`src/pld_ctrl_pkg.sv`:
```
// Purpose: shared constants for the programmable logic control block
// Assumes: 32-bit axi4-lite register access, 250 mhz sys_clk
// Notes:   offsets are byte addresses of aligned words
package pld_ctrl_pkg;
  localparam int          NUM_OUT        = 10;
  localparam int          CFG_WORDS      = 8;
  localparam int          CLK_PERIOD_PS  = 4000;
  localparam int          PWRUP_MAX_US   = 1;
  localparam int          PWRUP_CYCLES   = (PWRUP_MAX_US * 1000000) / CLK_PERIOD_PS;
  localparam logic [7:0]  CTRL_OFF       = 8'h00;
  localparam logic [7:0]  STATUS_OFF     = 8'h04;
  localparam logic [7:0]  POL_OFF        = 8'h08;
  localparam logic [7:0]  OE_OFF         = 8'h0c;
  localparam logic [7:0]  PRELOAD_OFF    = 8'h10;
  localparam logic [7:0]  SIG_LO_OFF     = 8'h14;
  localparam logic [7:0]  SIG_HI_OFF     = 8'h18;
  localparam logic [7:0]  CFG_IDX_OFF    = 8'h1c;
  localparam logic [7:0]  CFG_DATA_OFF   = 8'h20;
  localparam logic [7:0]  NEXT_OFF       = 8'h24;
  localparam int          CTRL_PROG_BIT  = 0;
  localparam int          CTRL_SEC_BIT   = 1;
  localparam int          CTRL_PRE_BIT   = 2;
  localparam logic [31:0] SIG_RST        = 32'h0000_0000;
  localparam logic [31:0] CFG_LOCKED_VAL = 32'h0000_0000;
  localparam logic [1:0]  RESP_OKAY      = 2'b00;
  localparam logic [1:0]  RESP_SLVERR    = 2'b10;
  localparam logic [1:0]  RESP_DECERR    = 2'b11;
endpackage : pld_ctrl_pkg

```
`src/pld_ctrl.sv`:
```
// Purpose: register init, preload, signature and readback protection of a small pld
// Assumes: axi4-lite slave on sys_clk, next-state mask written over axi4-lite into next_q
// Notes:   configuration array modelled as a small word array
`timescale 1ns/1ps
`default_nettype none
module pld_ctrl #(
  parameter int N = pld_ctrl_pkg::NUM_OUT,
  parameter int PWRUP_CYC = pld_ctrl_pkg::PWRUP_CYCLES
) (
  input  wire logic         sys_clk,
  input  wire logic         rst,
  input  wire logic         clk_en,
  input  wire logic [N-1:0] in_pin,
  input  wire logic [N-1:0] in_pin_driven,
  input  wire logic [7:0]   s_axi_awaddr,
  input  wire logic         s_axi_awvalid,
  output logic              s_axi_awready,
  input  wire logic [31:0]  s_axi_wdata,
  input  wire logic [3:0]   s_axi_wstrb,
  input  wire logic         s_axi_wvalid,
  output logic              s_axi_wready,
  output logic [1:0]        s_axi_bresp,
  output logic              s_axi_bvalid,
  input  wire logic         s_axi_bready,
  input  wire logic [7:0]   s_axi_araddr,
  input  wire logic         s_axi_arvalid,
  output logic              s_axi_arready,
  output logic [31:0]       s_axi_rdata,
  output logic [1:0]        s_axi_rresp,
  output logic              s_axi_rvalid,
  input  wire logic         s_axi_rready,
  output logic [N-1:0]      out_pin,
  output logic [N-1:0]      out_pin_oe,
  output logic              init_done
);
  localparam int CW = $clog2(pld_ctrl_pkg::CFG_WORDS);
  localparam int PW = $clog2(PWRUP_CYC + 1);

  logic [N-1:0]  in_sync;
  logic [N-1:0]  reg_q;
  logic [N-1:0]  pol_q;
  logic [N-1:0]  oe_q;
  logic [N-1:0]  next_q;
  logic [N-1:0]  preload_q;
  logic [63:0]   sig_q;
  logic [31:0]   cfg_mem [pld_ctrl_pkg::CFG_WORDS];
  logic [CW-1:0] cfg_idx_q;
  logic          sec_q;
  logic          prog_q;
  logic [CW:0]   erase_cnt_q;
  logic [PW-1:0] pwr_cnt_q;
  logic          aw_held_q;
  logic          w_held_q;
  logic [7:0]    awaddr_q;
  logic [31:0]   wdata_q;
  logic [3:0]    wstrb_q;
  logic          wr_fire;
  logic          pre_fire;

  pin_sync #(
    .W (N)
  ) u_sync (
    .sys_clk    (sys_clk),
    .rst        (rst),
    .clk_en     (clk_en),
    .pin_val    (in_pin),
    .pin_driven (in_pin_driven),
    .sync_q     (in_sync)
  );

  // byte-lane merge used by every writable register except cfg_idx_q and the control bits
  function automatic logic [31:0] merge(input logic [31:0] old, input logic [31:0] nw,
                                        input logic [3:0] st);
    logic [31:0] r;
    r = old;
    for (int i = 0; i < 4; i++) begin
      if (st[i]) r[i*8 +: 8] = nw[i*8 +: 8];
    end
    return r;
  endfunction : merge

  // address held until both halves arrive, either order accepted
  assign wr_fire  = aw_held_q && w_held_q && !s_axi_bvalid;
  assign pre_fire = wr_fire && (awaddr_q == pld_ctrl_pkg::CTRL_OFF) && wstrb_q[0]
                    && wdata_q[pld_ctrl_pkg::CTRL_PRE_BIT] && init_done;

  // write address and data capture
  always_ff @(posedge sys_clk or posedge rst) begin
    if (rst) begin
      aw_held_q     <= 1'b0;
      w_held_q      <= 1'b0;
      s_axi_awready <= 1'b0;
      s_axi_wready  <= 1'b0;
      awaddr_q      <= 8'h00;
      wdata_q       <= 32'h0000_0000;
      wstrb_q       <= 4'h0;
    end else if (clk_en) begin
      s_axi_awready <= !aw_held_q && !s_axi_awready && s_axi_awvalid;
      s_axi_wready  <= !w_held_q && !s_axi_wready && s_axi_wvalid;
      if (s_axi_awvalid && s_axi_awready) begin
        aw_held_q <= 1'b1;
        awaddr_q  <= s_axi_awaddr;
      end else if (wr_fire) begin
        aw_held_q <= 1'b0;
      end
      if (s_axi_wvalid && s_axi_wready) begin
        w_held_q <= 1'b1;
        wdata_q  <= s_axi_wdata;
        wstrb_q  <= s_axi_wstrb;
      end else if (wr_fire) begin
        w_held_q <= 1'b0;
      end
    end
  end

  // write response; array writes outside a programming cycle and status writes are refused with slverr
  always_ff @(posedge sys_clk or posedge rst) begin
    if (rst) begin
      s_axi_bvalid <= 1'b0;
      s_axi_bresp  <= pld_ctrl_pkg::RESP_OKAY;
    end else if (clk_en) begin
      if (wr_fire) begin
        s_axi_bvalid <= 1'b1;
        unique case (awaddr_q)
          pld_ctrl_pkg::CTRL_OFF, pld_ctrl_pkg::POL_OFF, pld_ctrl_pkg::OE_OFF,
          pld_ctrl_pkg::PRELOAD_OFF, pld_ctrl_pkg::SIG_LO_OFF, pld_ctrl_pkg::SIG_HI_OFF,
          pld_ctrl_pkg::CFG_IDX_OFF, pld_ctrl_pkg::NEXT_OFF:
            s_axi_bresp <= pld_ctrl_pkg::RESP_OKAY;
          pld_ctrl_pkg::CFG_DATA_OFF:
            s_axi_bresp <= prog_q ? pld_ctrl_pkg::RESP_OKAY : pld_ctrl_pkg::RESP_SLVERR;
          pld_ctrl_pkg::STATUS_OFF:
            s_axi_bresp <= pld_ctrl_pkg::RESP_SLVERR;
          default:
            s_axi_bresp <= pld_ctrl_pkg::RESP_DECERR;
        endcase
      end else if (s_axi_bready) begin
        s_axi_bvalid <= 1'b0;
      end
    end
  end

  // plain software-written registers
  always_ff @(posedge sys_clk or posedge rst) begin
    if (rst) begin
      pol_q     <= '0;
      oe_q      <= '0;
      preload_q <= '0;
      next_q    <= '0;
      cfg_idx_q <= '0;
      sig_q     <= {pld_ctrl_pkg::SIG_RST, pld_ctrl_pkg::SIG_RST};
    end else if (clk_en && wr_fire) begin
      unique case (awaddr_q)
        pld_ctrl_pkg::POL_OFF:     pol_q     <= N'(merge(32'(pol_q), wdata_q, wstrb_q));
        pld_ctrl_pkg::OE_OFF:      oe_q      <= N'(merge(32'(oe_q), wdata_q, wstrb_q));
        pld_ctrl_pkg::PRELOAD_OFF: preload_q <= N'(merge(32'(preload_q), wdata_q, wstrb_q));
        pld_ctrl_pkg::NEXT_OFF:    next_q    <= N'(merge(32'(next_q), wdata_q, wstrb_q));
        pld_ctrl_pkg::CFG_IDX_OFF: cfg_idx_q <= wdata_q[CW-1:0];
        // signature stays writable regardless of the security cell
        pld_ctrl_pkg::SIG_LO_OFF:  sig_q[31:0]  <= merge(sig_q[31:0], wdata_q, wstrb_q);
        pld_ctrl_pkg::SIG_HI_OFF:  sig_q[63:32] <= merge(sig_q[63:32], wdata_q, wstrb_q);
        default: ;
      endcase
    end
  end

  // programming cycle: start erases the array and the security cell first
  always_ff @(posedge sys_clk or posedge rst) begin
    if (rst) begin
      prog_q      <= 1'b0;
      sec_q       <= 1'b0;
      erase_cnt_q <= '0;
    end else if (clk_en) begin
      if (erase_cnt_q != '0) begin
        erase_cnt_q <= erase_cnt_q - 1'b1;
      end
      if (wr_fire && awaddr_q == pld_ctrl_pkg::CTRL_OFF && wstrb_q[0]) begin
        if (wdata_q[pld_ctrl_pkg::CTRL_PROG_BIT] && !prog_q) begin
          prog_q      <= 1'b1;
          sec_q       <= 1'b0;
          erase_cnt_q <= (CW+1)'(pld_ctrl_pkg::CFG_WORDS);
        end else if (!wdata_q[pld_ctrl_pkg::CTRL_PROG_BIT] && prog_q && erase_cnt_q == '0) begin
          prog_q <= 1'b0;
          // the cell can only be set as a cycle closes; once set only reprogram clears
          if (wdata_q[pld_ctrl_pkg::CTRL_SEC_BIT]) sec_q <= 1'b1;
        end
      end
    end
  end

  // configuration array: auto-erased word by word, written only while programming
  always_ff @(posedge sys_clk) begin
    if (clk_en) begin
      if (erase_cnt_q != '0) begin
        cfg_mem[CW'(erase_cnt_q - 1'b1)] <= 32'h0000_0000;
      end else if (wr_fire && prog_q && awaddr_q == pld_ctrl_pkg::CFG_DATA_OFF) begin
        cfg_mem[cfg_idx_q] <= merge(cfg_mem[cfg_idx_q], wdata_q, wstrb_q);
      end
    end
  end

  // power-up reset timer: registers held low until it expires
  always_ff @(posedge sys_clk or posedge rst) begin
    if (rst) begin
      pwr_cnt_q <= '0;
      init_done <= 1'b0;
    end else if (clk_en && !init_done) begin
      pwr_cnt_q <= pwr_cnt_q + 1'b1;
      if (pwr_cnt_q == PW'(PWRUP_CYC - 1)) init_done <= 1'b1;
    end
  end

  // macrocell registers: cleared, preloaded, or clocked from next-state logic
  always_ff @(posedge sys_clk or posedge rst) begin
    if (rst) begin
      reg_q <= '0;
    end else if (clk_en) begin
      if (!init_done) begin
        reg_q <= '0;
      end else if (pre_fire) begin
        reg_q <= preload_q;
      end else begin
        // next-state mixes pin inputs with present state, so preloaded values feed in
        reg_q <= (next_q & in_sync) ^ reg_q;
      end
    end
  end

  // pin drive follows polarity and enable
  always_ff @(posedge sys_clk or posedge rst) begin
    if (rst) begin
      out_pin    <= '0;
      out_pin_oe <= '0;
    end else if (clk_en) begin
      out_pin    <= reg_q ^ pol_q;
      out_pin_oe <= oe_q & {N{init_done}};
    end
  end

  // read channel; signature ignores the security cell, array does not
  always_ff @(posedge sys_clk or posedge rst) begin
    if (rst) begin
      s_axi_arready <= 1'b0;
      s_axi_rvalid  <= 1'b0;
      s_axi_rdata   <= 32'h0000_0000;
      s_axi_rresp   <= pld_ctrl_pkg::RESP_OKAY;
    end else if (clk_en) begin
      s_axi_arready <= !s_axi_arready && !s_axi_rvalid && s_axi_arvalid;
      if (s_axi_arvalid && s_axi_arready) begin
        s_axi_rvalid <= 1'b1;
        s_axi_rresp  <= pld_ctrl_pkg::RESP_OKAY;
        unique case (s_axi_araddr)
          pld_ctrl_pkg::CTRL_OFF:    s_axi_rdata <= {30'h0, sec_q, prog_q};
          pld_ctrl_pkg::STATUS_OFF:  s_axi_rdata <= {30'h0, init_done, erase_cnt_q != '0};
          pld_ctrl_pkg::POL_OFF:     s_axi_rdata <= 32'(pol_q);
          pld_ctrl_pkg::OE_OFF:      s_axi_rdata <= 32'(oe_q);
          pld_ctrl_pkg::PRELOAD_OFF: s_axi_rdata <= 32'(reg_q);
          pld_ctrl_pkg::SIG_LO_OFF:  s_axi_rdata <= sig_q[31:0];
          pld_ctrl_pkg::SIG_HI_OFF:  s_axi_rdata <= sig_q[63:32];
          pld_ctrl_pkg::CFG_IDX_OFF: s_axi_rdata <= 32'(cfg_idx_q);
          pld_ctrl_pkg::NEXT_OFF:    s_axi_rdata <= 32'(next_q);
          pld_ctrl_pkg::CFG_DATA_OFF: begin
            if (sec_q) begin
              s_axi_rdata <= pld_ctrl_pkg::CFG_LOCKED_VAL;
              s_axi_rresp <= pld_ctrl_pkg::RESP_SLVERR;
            end else begin
              s_axi_rdata <= cfg_mem[cfg_idx_q];
            end
          end
          default: begin
            s_axi_rdata <= 32'h0000_0000;
            s_axi_rresp <= pld_ctrl_pkg::RESP_DECERR;
          end
        endcase
      end else if (s_axi_rready) begin
        s_axi_rvalid <= 1'b0;
      end
    end
  end

  // locked array read gives no data
  locked_read_a: assert property (@(posedge sys_clk) disable iff (rst)
    (clk_en && s_axi_arvalid && s_axi_arready && sec_q
     && s_axi_araddr == pld_ctrl_pkg::CFG_DATA_OFF)
    |=> (s_axi_rresp == pld_ctrl_pkg::RESP_SLVERR && s_axi_rdata == 32'h0))
    else $error("protected array was read back");

  // registers stay low until timer expires
  pwrup_clear_a: assert property (@(posedge sys_clk) disable iff (rst)
    !init_done |-> reg_q == '0)
    else $error("register not cleared during power-up");

  // init within bound when clock enabled throughout
  pwrup_time_a: assert property (@(posedge sys_clk) disable iff (rst)
    (clk_en && pwr_cnt_q == PW'(PWRUP_CYC - 1)) |=> init_done)
    else $error("power-up reset overran");

  // preload lands next cycle
  preload_take_a: assert property (@(posedge sys_clk) disable iff (rst)
    (clk_en && pre_fire) |=> reg_q == $past(preload_q))
    else $error("preload value not loaded");

  // pin mirrors register through polarity
  pin_polarity_a: assert property (@(posedge sys_clk) disable iff (rst)
    $past(clk_en) |-> out_pin == ($past(reg_q) ^ $past(pol_q)))
    else $error("pin does not follow polarity");

  // upper signature word read ignores lock
  sig_read_a: assert property (@(posedge sys_clk) disable iff (rst)
    (clk_en && s_axi_arvalid && s_axi_arready && s_axi_araddr == pld_ctrl_pkg::SIG_HI_OFF)
    |=> (s_axi_rresp == pld_ctrl_pkg::RESP_OKAY && s_axi_rdata == $past(sig_q[63:32])))
    else $error("signature read refused");

  // lock never falls outside a program start
  sec_sticky_a: assert property (@(posedge sys_clk) disable iff (rst)
    ($past(sec_q) && !sec_q) |-> (prog_q && erase_cnt_q != '0))
    else $error("security cleared without reprogram");

  // program start erases the whole array
  auto_erase_a: assert property (@(posedge sys_clk) disable iff (rst)
    ($rose(prog_q)) |-> erase_cnt_q == (CW+1)'(pld_ctrl_pkg::CFG_WORDS))
    else $error("program cycle did not begin with erase");
endmodule : pld_ctrl
`default_nettype wire

```
`src/pin_sync.sv`:
```
// Purpose: two-stage synchroniser for pin inputs with pull-up default
// Assumes: pins are sampled on sys_clk
// Notes:   undriven pins arrive as pin_driven low and resolve to one
`timescale 1ns/1ps
`default_nettype none
module pin_sync #(
  parameter int W = 8
) (
  input  wire logic         sys_clk,
  input  wire logic         rst,
  input  wire logic         clk_en,
  input  wire logic [W-1:0] pin_val,
  input  wire logic [W-1:0] pin_driven,
  output logic      [W-1:0] sync_q
);
  logic [W-1:0] meta_q;
  logic [W-1:0] level;

  // an undriven pin reads as logic 1 through the internal pull-up
  assign level = pin_val | ~pin_driven;

  // first stage is read only by the second stage
  always_ff @(posedge sys_clk or posedge rst) begin
    if (rst) begin
      meta_q <= '1;
      sync_q <= '1;
    end else if (clk_en) begin
      meta_q <= level;
      sync_q <= meta_q;
    end
  end
endmodule : pin_sync
`default_nettype wire

```
`config.mk`:
```
export PLATFORM = sky130hd
export DESIGN_NAME = pld_ctrl
export DESIGN_NICKNAME = d
export VERILOG_FILES = /design/src/pld_ctrl_pkg.sv /design/src/pld_ctrl.sv /design/src/pin_sync.sv
export SDC_FILE = /design/constraint.sdc
export NUM_CORES = 1
export LEC_CHECK = 0
export BUFFER_PORTS_ARGS = -buffer_cell sky130_fd_sc_hd__buf_4
export CAP_MARGIN = 20
export CORE_AREA = 2 2 272 274
export DETAILED_ROUTE_END_ITERATION = 16
export DIE_AREA = 0 0 274 276
export PLACE_DENSITY = 0.53
export SLEW_MARGIN = 10
export SYNTH_ARGS = -nofsm -noshare
export SYNTH_HDL_FRONTEND = slang
export SYNTH_SLANG_ARGS = --single-unit
export TNS_END_PERCENT = 50
```
`constraint.sdc`:
```
create_clock -name sys_clk -period 12.2 [get_ports sys_clk]
set_input_delay 2.44 -clock sys_clk [delete_from_list [all_inputs] [get_ports sys_clk]]
set_output_delay 2.44 -clock sys_clk [all_outputs]
set_load 0.1 [all_outputs]
```
==> results.ini, run 1 <==
[timing]
setup_tns_ps = 0
setup_viol = 0
min_period_ps = 5260
worstMarginPinSlew_ps = 954
finalMaxSlewViolations = 0
hold_violations = 0
rsz0062_at_grt = no
period_share = 0.431
fmax_ghz = 0.190
relSlewSlack = 0.364
finClkSkew_ps = 61.7

[routing]
drt-total-wl_um = 55800
wl_per_cell_um = 21.7
vias = 12800
drtPass1Iterations = 7
drtIter0Drc = 941
drcViolationCount = 0
vias_per_cell = 5.00
postRouteAntennaNets = 0

[critical_path]
cpMostUsedCell = buf_4
max_stage_delay_ps = 680
reg2reg_slack_ps = 8430
crit_family = simple AND/OR/NAND/NOR gates
end_kind = register
arrival_ps = 5550
criticalPathCategory = input pin to register
cp_max_fo = 41
worst-path-buf-inv = 3
path_cells = buf_4, and4b_1, nand4_1, buf_4, nor3b_1, a31oi_1, nor2_2, buf_4
cp-start-kind = input pin
reg2reg_to = cfg_mem[4][4]$_DFFE_PP_
crit_slowest_cell = nor2_2
cp.required_ps = 12490
r2r-start = erase_cnt_q[0]$_DFFE_PP0P_
reg2reg_depth = 9

[power]
clkPwrFrac = 0.349
pwr-share-seq = 0.496
vdd_ir_drop_max_uv = 127
total_power_mw = 4.84
netSwitchingFraction = 0.294
p_leak_nw = 9.86
power.switching_mw = 1.42
internal_power_mw = 3.42
p_comb_frac = 0.155
power.density_nw_per_um2 = 189

[clock_network]
clock_latency_ps = 630
post_cts_buffers = 0
clkTransAtPathRegs_ps = 60
cts_buffers = 57
ctsHoldBuffers = 0
cts_repair_resize_count = 0
root_buffer = clkbuf_16
clock_sinks = 515
cts_tree = built
clk_path_buf_depth = 3
htreeDepth = 2

[synthesis]
yosysSeqAreaShare = 0.657
synth_most_common_cell = edfxtp_1
ys_warn_count = 0
synthDominantCellAreaShare = 0.356
synthMuxAreaShare = 0.186
syn_nets = 1498
synth_top_family_by_area = multiplexers
synth-async-reset-ratio = 0.503
synth_area_um2 = 21600
yosys.area_share.adder = 0.00174
ys.flop_type = edfxtp_1
synth_edf_count = 256
synth_simple_gate_area_share = 0.0762
ys_ff_latch = 515
yosys.area.top_type = edfxtp_1
syn_inst = 1415
synth_compound_area_frac = 0.0487
yosys-top-cells-count = 256 x edfxtp_1, 239 x dfrtp_1, 192 x mux2_2
synth_area_leaders = edfxtp_1 36%, dfrtp_1 28%, mux2_2 10%
synth_xor_area_frac = 0.00770
ys_types = 63
avgSynthCellArea_um2 = 15.3

[die]
core_um2 = 72600
die_w_um = 274
io_pins = 142
start_util = 0.298
dieArea_um2 = 75600
die_h_um = 276
rows = 99

[hold_path]
hp-start = pwr_cnt_q[7]$_DFFE_PP0P_
hold_depth = 1
hold_class = register to register
min_to = pwr_cnt_q[7]$_DFFE_PP0P_

[global_route]
grt_overflow = 0
grt_pass1_vias = 13300
antenna_found_initial = 0
busiest_layer = met2
grt_max_degree = 123
grt_pass1_wl_um = 84600
use_met1 = 0.213
grt_use_total = 0.147
grt_use_met2 = 0.227
met3_usage = 0.0255

[placed_design]
gp_congestion = 0.786
hpwl_um = 35200
port-buffer-count = 141

[layout]
drive_gt1_frac = 0.341
nNetsFinal = 1641
antenna_cells = 0
syn2layout_area_growth_pct = 18.3
fill_cells = 7061

[outcome]
outcome = complete, no violations

[job]
maxCapViolCount = 0

## metal layers
layer  wire length [µm]  vias up
li1                   -     5694
met1              26100     6675
met2              25300      381
met3               3210       83
met4               1240        0
met5                  0        -
## logic make-up (layout without fill, tap and decap cells)
group           count (synthesis)  in the layout
flops                         515            515
simple gates                  324            324
mux                           296            296
compound gates                150            150
buf+inv                       108            300
xor+xnor                       19             19
fa+ha+maj                       3              3
## final cells by class
cell class                 instances  area [µm²]  share of cell area
inverter                          29         116             0.00455
multi-input combinational        792        6980               0.273
clock buffer                      80        1590              0.0623
sequential                       515       14200               0.555
tap                              959        1200              0.0469
timing repair buffer             163        1220              0.0479
clock inverter                    28         262              0.0102
## state kept, by name, indices dropped and copies added, names as in the netlist, 8 cells and up
name / cells
awaddr_q: 8
cfg_mem: 256
next_q: 10
oe_q: 10
out_pin: 10
out_pin_oe: 10
pol_q: 10
preload_q: 10
pwr_cnt_q: 8
reg_q: 10
s_axi_rdata: 32
sig_q: 64
u_sync.meta_q: 10
u_sync.sync_q: 10
wdata_q: 32
## how the worst max path moves through the flow
stage | depth (start not counted) | to | slack [ps] | startpoint
4_1_cts | 8 | cfg_mem[4][0]$_DFFE_PP_ | 6900 | clk_en
6_report | 8 | cfg_mem[4][4]$_DFFE_PP_ | 6940 | clk_en
3_3_place_gp | 8 | cfg_mem[4][5]$_DFFE_PP_ | 6340 | clk_en
2_1_floorplan | 1 | aw_held_q$_DFFE_PP0P_ | 2670 | rst
5_1_grt | 8 | cfg_mem[4][4]$_DFFE_PP_ | 6650 | clk_en
3_5_place_dp | 8 | cfg_mem[4][6]$_DFFE_PP_ | 6260 | clk_en
## power by group through the flow
stage / Combinational (mW) / Clock (mW) / Sequential (mW)
after CTS: 0.765 / 1.74 / 2.40
after global placement: 0.754 / 0 / 2.42
final: 0.750 / 1.69 / 2.40
after global routing: 0.816 / 1.80 / 2.44
after floorplan: 0.497 / 0 / 2.37
after detailed placement: 0.761 / 0 / 2.43
## layout by cell type, fill, tap and decap left out, types with 20 or more instances in the layout
| cell | n |
|---|---|
| mux2i_1 | 38 |
| buf_4 | 163 |
| inv_1 | 28 |
| dfstp_2 | 20 |
| a22oi_1 | 31 |
| a21oi_1 | 31 |
| nand3_1 | 43 |
| o21ai_0 | 25 |
| edfxtp_1 | 256 |
| nand2_1 | 52 |
| mux4_2 | 66 |
| nor2_1 | 113 |
| dfrtp_1 | 236 |
| a221o_1 | 23 |
| nand4_1 | 25 |
| clkbuf_16 | 57 |
| mux2_2 | 192 |
## through the flow
stage	worst slack, ps	instance area (µm²)	hold slack [ps]	cells	util
floorplan	2670	21600	442	1415	-
global placement	6340	23700	461	2458	0.327
detailed placement	6260	23700	466	2458	0.327
CTS	6900	25600	479	2566	0.352
global route	6650	25600	499	2566	0.352
finish	6940	25600	477	2566	0.352
(Power assumes the default switching activity.)
==> run 2: changes to the inputs <==
Settings changed: ABC_AREA set to 1, CORE_AREA 2 2 272 274 to 2 2 276 278, DIE_AREA 0 0 274 276 to 0 0 278 280.
Clock period 12.2 ns to 5.4 ns, I/O delays scaled along.
==> results.ini, run 2 <==
[placed_design]
port-buffer-count = 141
gp_congestion = 0.863
hpwl_um = 40300

[critical_path]
cp.required_ps = 5700
cp_max_fo = 65
cp-start-kind = register
worst-path-buf-inv = 2
crit_slowest_cell = dfrtp_4
arrival_ps = 3820
criticalPathCategory = register to register
end_kind = register
path_cells = inv_2, buf_4, o21ai_0, o21ai_1, nand2_1, a31oi_1
max_stage_delay_ps = 770
crit_family = buffers and inverters

[power]
power.density_nw_per_um2 = 466
vdd_ir_drop_max_uv = 267
p_leak_nw = 11.0
total_power_mw = 12.1

[clock_network]
post_cts_buffers = 0
cts_repair_resize_count = 0
root_buffer = clkbuf_16
cts_buffers = 54
clock_latency_ps = 610
htreeDepth = 2
clk_path_buf_depth = 3
ctsHoldBuffers = 0
clkTransAtPathRegs_ps = 60
clock_sinks = 515
cts_tree = built

[synthesis]
ys.flop_type = edfxtp_1
ys_warn_count = 0
yosys.area_share.adder = 0.00169
ys_ff_latch = 515
syn_inst = 2287
synth_xor_area_frac = 0.0110
syn_nets = 2370
synth_top_family_by_area = simple AND/OR/NAND/NOR gates
synth_area_um2 = 22200
yosys.area.top_type = edfxtp_1
synthDominantCellAreaShare = 0.346
synth_area_leaders = edfxtp_1 35%, dfrtp_1 27%, nand2_1 8.6%
yosysSeqAreaShare = 0.639
yosys-top-cells-count = 511 x nand2_1, 321 x nor2_1, 256 x edfxtp_1
synth_edf_count = 256
synth_simple_gate_area_share = 0.184
avgSynthCellArea_um2 = 9.71
synthMuxAreaShare = 0.00248
synth_most_common_cell = nand2_1
ys_types = 46
synth_compound_area_frac = 0.110
synth-async-reset-ratio = 0.503

[layout]
largest_reg_flops = 256
final_cell_mix = 511 x nand2_1, 311 x nor2_1, 256 x edfxtp_1, 238 x dfrtp_1, 187 x o21ai_0
final_util = 0.346
largest-register = cfg_mem
drive_gt1_frac = 0.133
syn2layout_area_growth_pct = 17.3
multi_input_area_um2 = 6910
antenna_cells = 0
regArea_um2 = 14200
reg.largest.list = cfg_mem: 256 flops, sig_q: 64 flops
final_common_cell = nand2_1
nNetsFinal = 2481
fill_cells = 7639

[timing]
finalMaxSlewViolations = 0
hold_violations = 0
min_period_ps = 3530
worstMarginPinSlew_ps = 1030
period_share = 0.653
setup_tns_ps = 0
fmax_ghz = 0.283
rsz0062_at_grt = no
setup_viol = 0
relSlewSlack = 0.314
finClkSkew_ps = 28.0

[routing]
drcViolationCount = 0
drtIter0Drc = 1163
vias = 16500
vias_per_cell = 4.81
wl_per_cell_um = 18.1
drtPass1Iterations = 8
postRouteAntennaNets = 0
drt-total-wl_um = 62000

[die]
rows = 101
die_w_um = 278
dieArea_um2 = 77800
start_util = 0.295
die_h_um = 280
io_pins = 142
core_um2 = 75200

[outcome]
outcome = complete, no violations

[job]
maxCapViolCount = 0

[global_route]
grt_overflow = 0
antenna_found_initial = 0
grt_pass1_vias = 16400
grt_max_degree = 152
grt_pass1_wl_um = 97200
grt_use_total = 0.160

[hold_path]
hold_class = register to register

## run 2: changes by cell type after synthesis, moves of 23 or more
cell     delta
buf_2      +41
inv_1     +111
a221o_1    -23
o21ai_1   +168
nor2_1    +199
nand2_1   +459
o21ai_0   +162
mux2_2    -188
mux4_2     -66
nand3_1   +102
mux2i_1    -37
## run 2: layout make-up
type,count,share of cell area
sequential,515,0.545
multi-input combinational,1507,0.265
clock buffer,61,0.0533
timing repair buffer,170,0.0504
tap,978,0.0470
inverter,150,0.0219
clock inverter,40,0.0171
## run 2: kinds of logic after synthesis
group,Yosys count
AOI/OAI and AO/OA,462
xor gates and xnor gates,28
adders and majority gates,3
buffers and inverters,265
DFF,515
muxes,5
and+or+nand+nor,1009
## run 2: worst min-delay path: stages, from the launching register on
cell	delay, ps
dfrtp_1	340
nand2_1	50
nand2_1	50
## run 2: layer usage
layer | vias to the layer above | routed length (µm) | part of all wire | global-route usage
met2 | 501 | 28100 | 0.45 | 0.253
met1 | 8020 | 28700 | 0.46 | 0.224
met4 | 0 | 1490 | 0.024 | 0.0462
met3 | 87 | 3720 | 0.060 | 0.0281
met5 | - | 0 | 0 | 0
li1 | 7863 | - | - | -
## run 2: stage by stage
| stage | hold WS, ps | area, µm² | std cells | worst slack (ps) |
|---|---|---|---|---|
| final | 480 | 26000 | 3421 | 1870 |
| after global placement | 466 | 24200 | 3320 | 1390 |
| after global routing | 500 | 26000 | 3421 | 1610 |
| after floorplan | 445 | 22200 | 2287 | 923 |
| after detailed placement | 468 | 24200 | 3320 | 1340 |
| after CTS | 484 | 26000 | 3421 | 1860 |
## run 2: where the power goes
group	internal (mW)	total (mW)	switching, mW
Combinational	0.772	3.03	2.26
Sequential	4.83	5.25	0.423
Clock	2.28	3.87	1.59
Total	7.88	12.1	4.27
## run 2: path summary, 6_finish.rpt
path / endpoint / cells after the start / slack, ps / startpoint
setup / recovery: cfg_mem[5][18]$_DFFE_PP_ / 6 / 1870 / cfg_idx_q[0]$_DFFE_PP0P_
hold / removal: s_axi_rdata[17]$_DFFE_PP0P_ / 2 / 480 / s_axi_rdata[17]$_DFFE_PP0P_
setup reg to reg: cfg_mem[5][18]$_DFFE_PP_ / 6 / 1870 / cfg_idx_q[0]$_DFFE_PP0P_
hold reg to reg: s_axi_rdata[17]$_DFFE_PP0P_ / 2 / 480 / s_axi_rdata[17]$_DFFE_PP0P_
max in group asynchronous: cfg_idx_q[0]$_DFFE_PP0P_ / 3 / 3920 / rst
min in group asynchronous: out_pin_oe[6]$_DFFE_PP0P_ / 3 / 640 / rst
==> run 3: changes to the inputs <==
Settings changed: PLACE_DENSITY 0.53 to 0.54.
Clock period 5.4 ns to 2.9 ns, I/O delays scaled along.
==> results.ini, run 3 (synthesis gave the netlist of run 2 again) <==
[critical_path]
cp.required_ps = 3200
criticalPathCategory = register to register
cp_max_fo = 24
end_kind = register
cp-start-kind = register
arrival_ps = 2860

[timing]
period_share = 0.882
setup_tns_ps = 0
finalMaxSlewViolations = 0
setup_viol = 0
worstMarginPinSlew_ps = 842
hold_violations = 0
rsz0062_at_grt = no
fmax_ghz = 0.391
relSlewSlack = 0.439
fin_ws_ps = 343
min_period_ps = 2560
finClkSkew_ps = 13.8
hold_slack_ps = 94.6

[placed_design]
dp.cells = 3351
hpwl_um = 40200
gp_congestion = 0.861
port-buffer-count = 141
dp_slack_ps = 411

[clock_network]
cts_buffers = 52
root_buffer = clkbuf_16
clkTransAtPathRegs_ps = 60
clk_path_buf_depth = 3
clock_latency_ps = 600
htreeDepth = 2
cts_repair_resize_count = 0
post_cts_buffers = 0
clock_sinks = 515
cts_tree = built
ctsHoldBuffers = 0

[die]
io_pins = 142
die_w_um = 278
dieArea_um2 = 77800
start_util = 0.295
rows = 101
core_um2 = 75200
die_h_um = 280

[routing]
drcViolationCount = 0
postRouteAntennaNets = 0
vias_per_cell = 4.80
wl_per_cell_um = 18.3
drt-total-wl_um = 62900
drtPass1Iterations = 5
vias = 16500
drtIter0Drc = 1148

[global_route]
antenna_found_initial = 1
grt_pass1_vias = 16200
grt_overflow = 0
grt_pass1_wl_um = 96800
grt_use_total = 0.160
grt_max_degree = 132

[layout]
antenna_cells = 0
regArea_um2 = 14200
reg.largest.list = cfg_mem: 256 flops, sig_q: 64 flops
fill_cells = 7463
largest_reg_flops = 256
largest-register = cfg_mem
final_cell_mix = 511 x nand2_1, 311 x nor2_1, 256 x edfxtp_1, 238 x dfrtp_1, 187 x o21ai_0
nNetsFinal = 2510
drive_gt1_frac = 0.145
multi_input_area_um2 = 6910
syn2layout_area_growth_pct = 18.7
final_common_cell = nand2_1
stdcell_count = 3447

[power]
power.density_nw_per_um2 = 848
p_leak_nw = 11.2
vdd_ir_drop_max_uv = 604

[outcome]
outcome = complete, no violations

[hold_path]
hold_class = input pin to async pin

[job]
maxCapViolCount = 0

-- run 3: cell types whose count changed in the layout (fill, tap and decap cells not counted), moves of 2 or more --
cell,delta
buf_4,+15
clkbuf_4,+6
clkbuf_1,+8
clkinv_4,+2
bufinv_16,-9
clkinvlp_2,-2
buf_12,+16
clkbuf_8,+13
clkinvlp_4,-6
clkinv_1,-16
-- run 3: critical path, cell delays in order (launching register included) --
cell      delay (ps)
dfrtp_1          420
inv_1            100
ha_1             190
nand3_1          150
nor2_1           240
nand3_2          150
clkinv_2         190
buf_12           220
o21ai_1           90
a31oi_1          520
-- run 3: worst paths after layout --
check | to | cells past startpoint | from | slack, ps
max | cfg_mem[0][17]$_DFFE_PP_ | 9 | erase_cnt_q[0]$_DFFE_PP0P_ | 340
min | out_pin[1]$_DFFE_PP0P_ | 2 | rst | 90
max reg2reg | cfg_mem[0][17]$_DFFE_PP_ | 9 | erase_cnt_q[0]$_DFFE_PP0P_ | 340
min reg2reg | s_axi_rdata[21]$_DFFE_PP0P_ | 2 | s_axi_rdata[21]$_DFFE_PP0P_ | 480
max in group asynchronous | wdata_q[24]$_DFFE_PP0P_ | 3 | rst | 2010
min in group sys_clk | u_sync.meta_q[7]$_DFFE_PP1P_ | 2 | in_pin_driven[7] | 120
-- run 3: layer usage --
layer  up-vias  track usage  part of all wire
li1       7911            -                 -
met1      8058        0.228              0.47
met2       467        0.245              0.44
met3       103       0.0330             0.063
met4         0       0.0502             0.029
met5         -            0                 0
-- run 3: where the power goes --
part | internal, mW | switching, mW | total (mW)
clock | 3.91 | 2.86 | 6.76
sequential | 8.99 | 0.741 | 9.73
combinational | 1.59 | 4.29 | 5.88
-- run 3: cell type report --
| type | count | share of cell area |
|---|---|---|
| Clock buffer | 89 | 0.0632 |
| Inverter | 150 | 0.0216 |
| Tap cell | 978 | 0.0464 |
| Sequential cell | 515 | 0.538 |
| Clock inverter | 7 | 0.00218 |
| Multi-Input combinational cell | 1507 | 0.262 |
| Timing Repair Buffer | 201 | 0.0662 |
-- run 3: stage by stage --
step | util | total power [mW] | instance area [µm²]
final | 0.351 | 22.4 | 26400
after detailed placement | 0.328 | 15.7 | 24600
after floorplan | - | 13.7 | 22200
after global routing | 0.351 | 23.5 | 26400
after CTS | 0.351 | 22.5 | 26400
after global placement | 0.328 | 15.6 | 24600
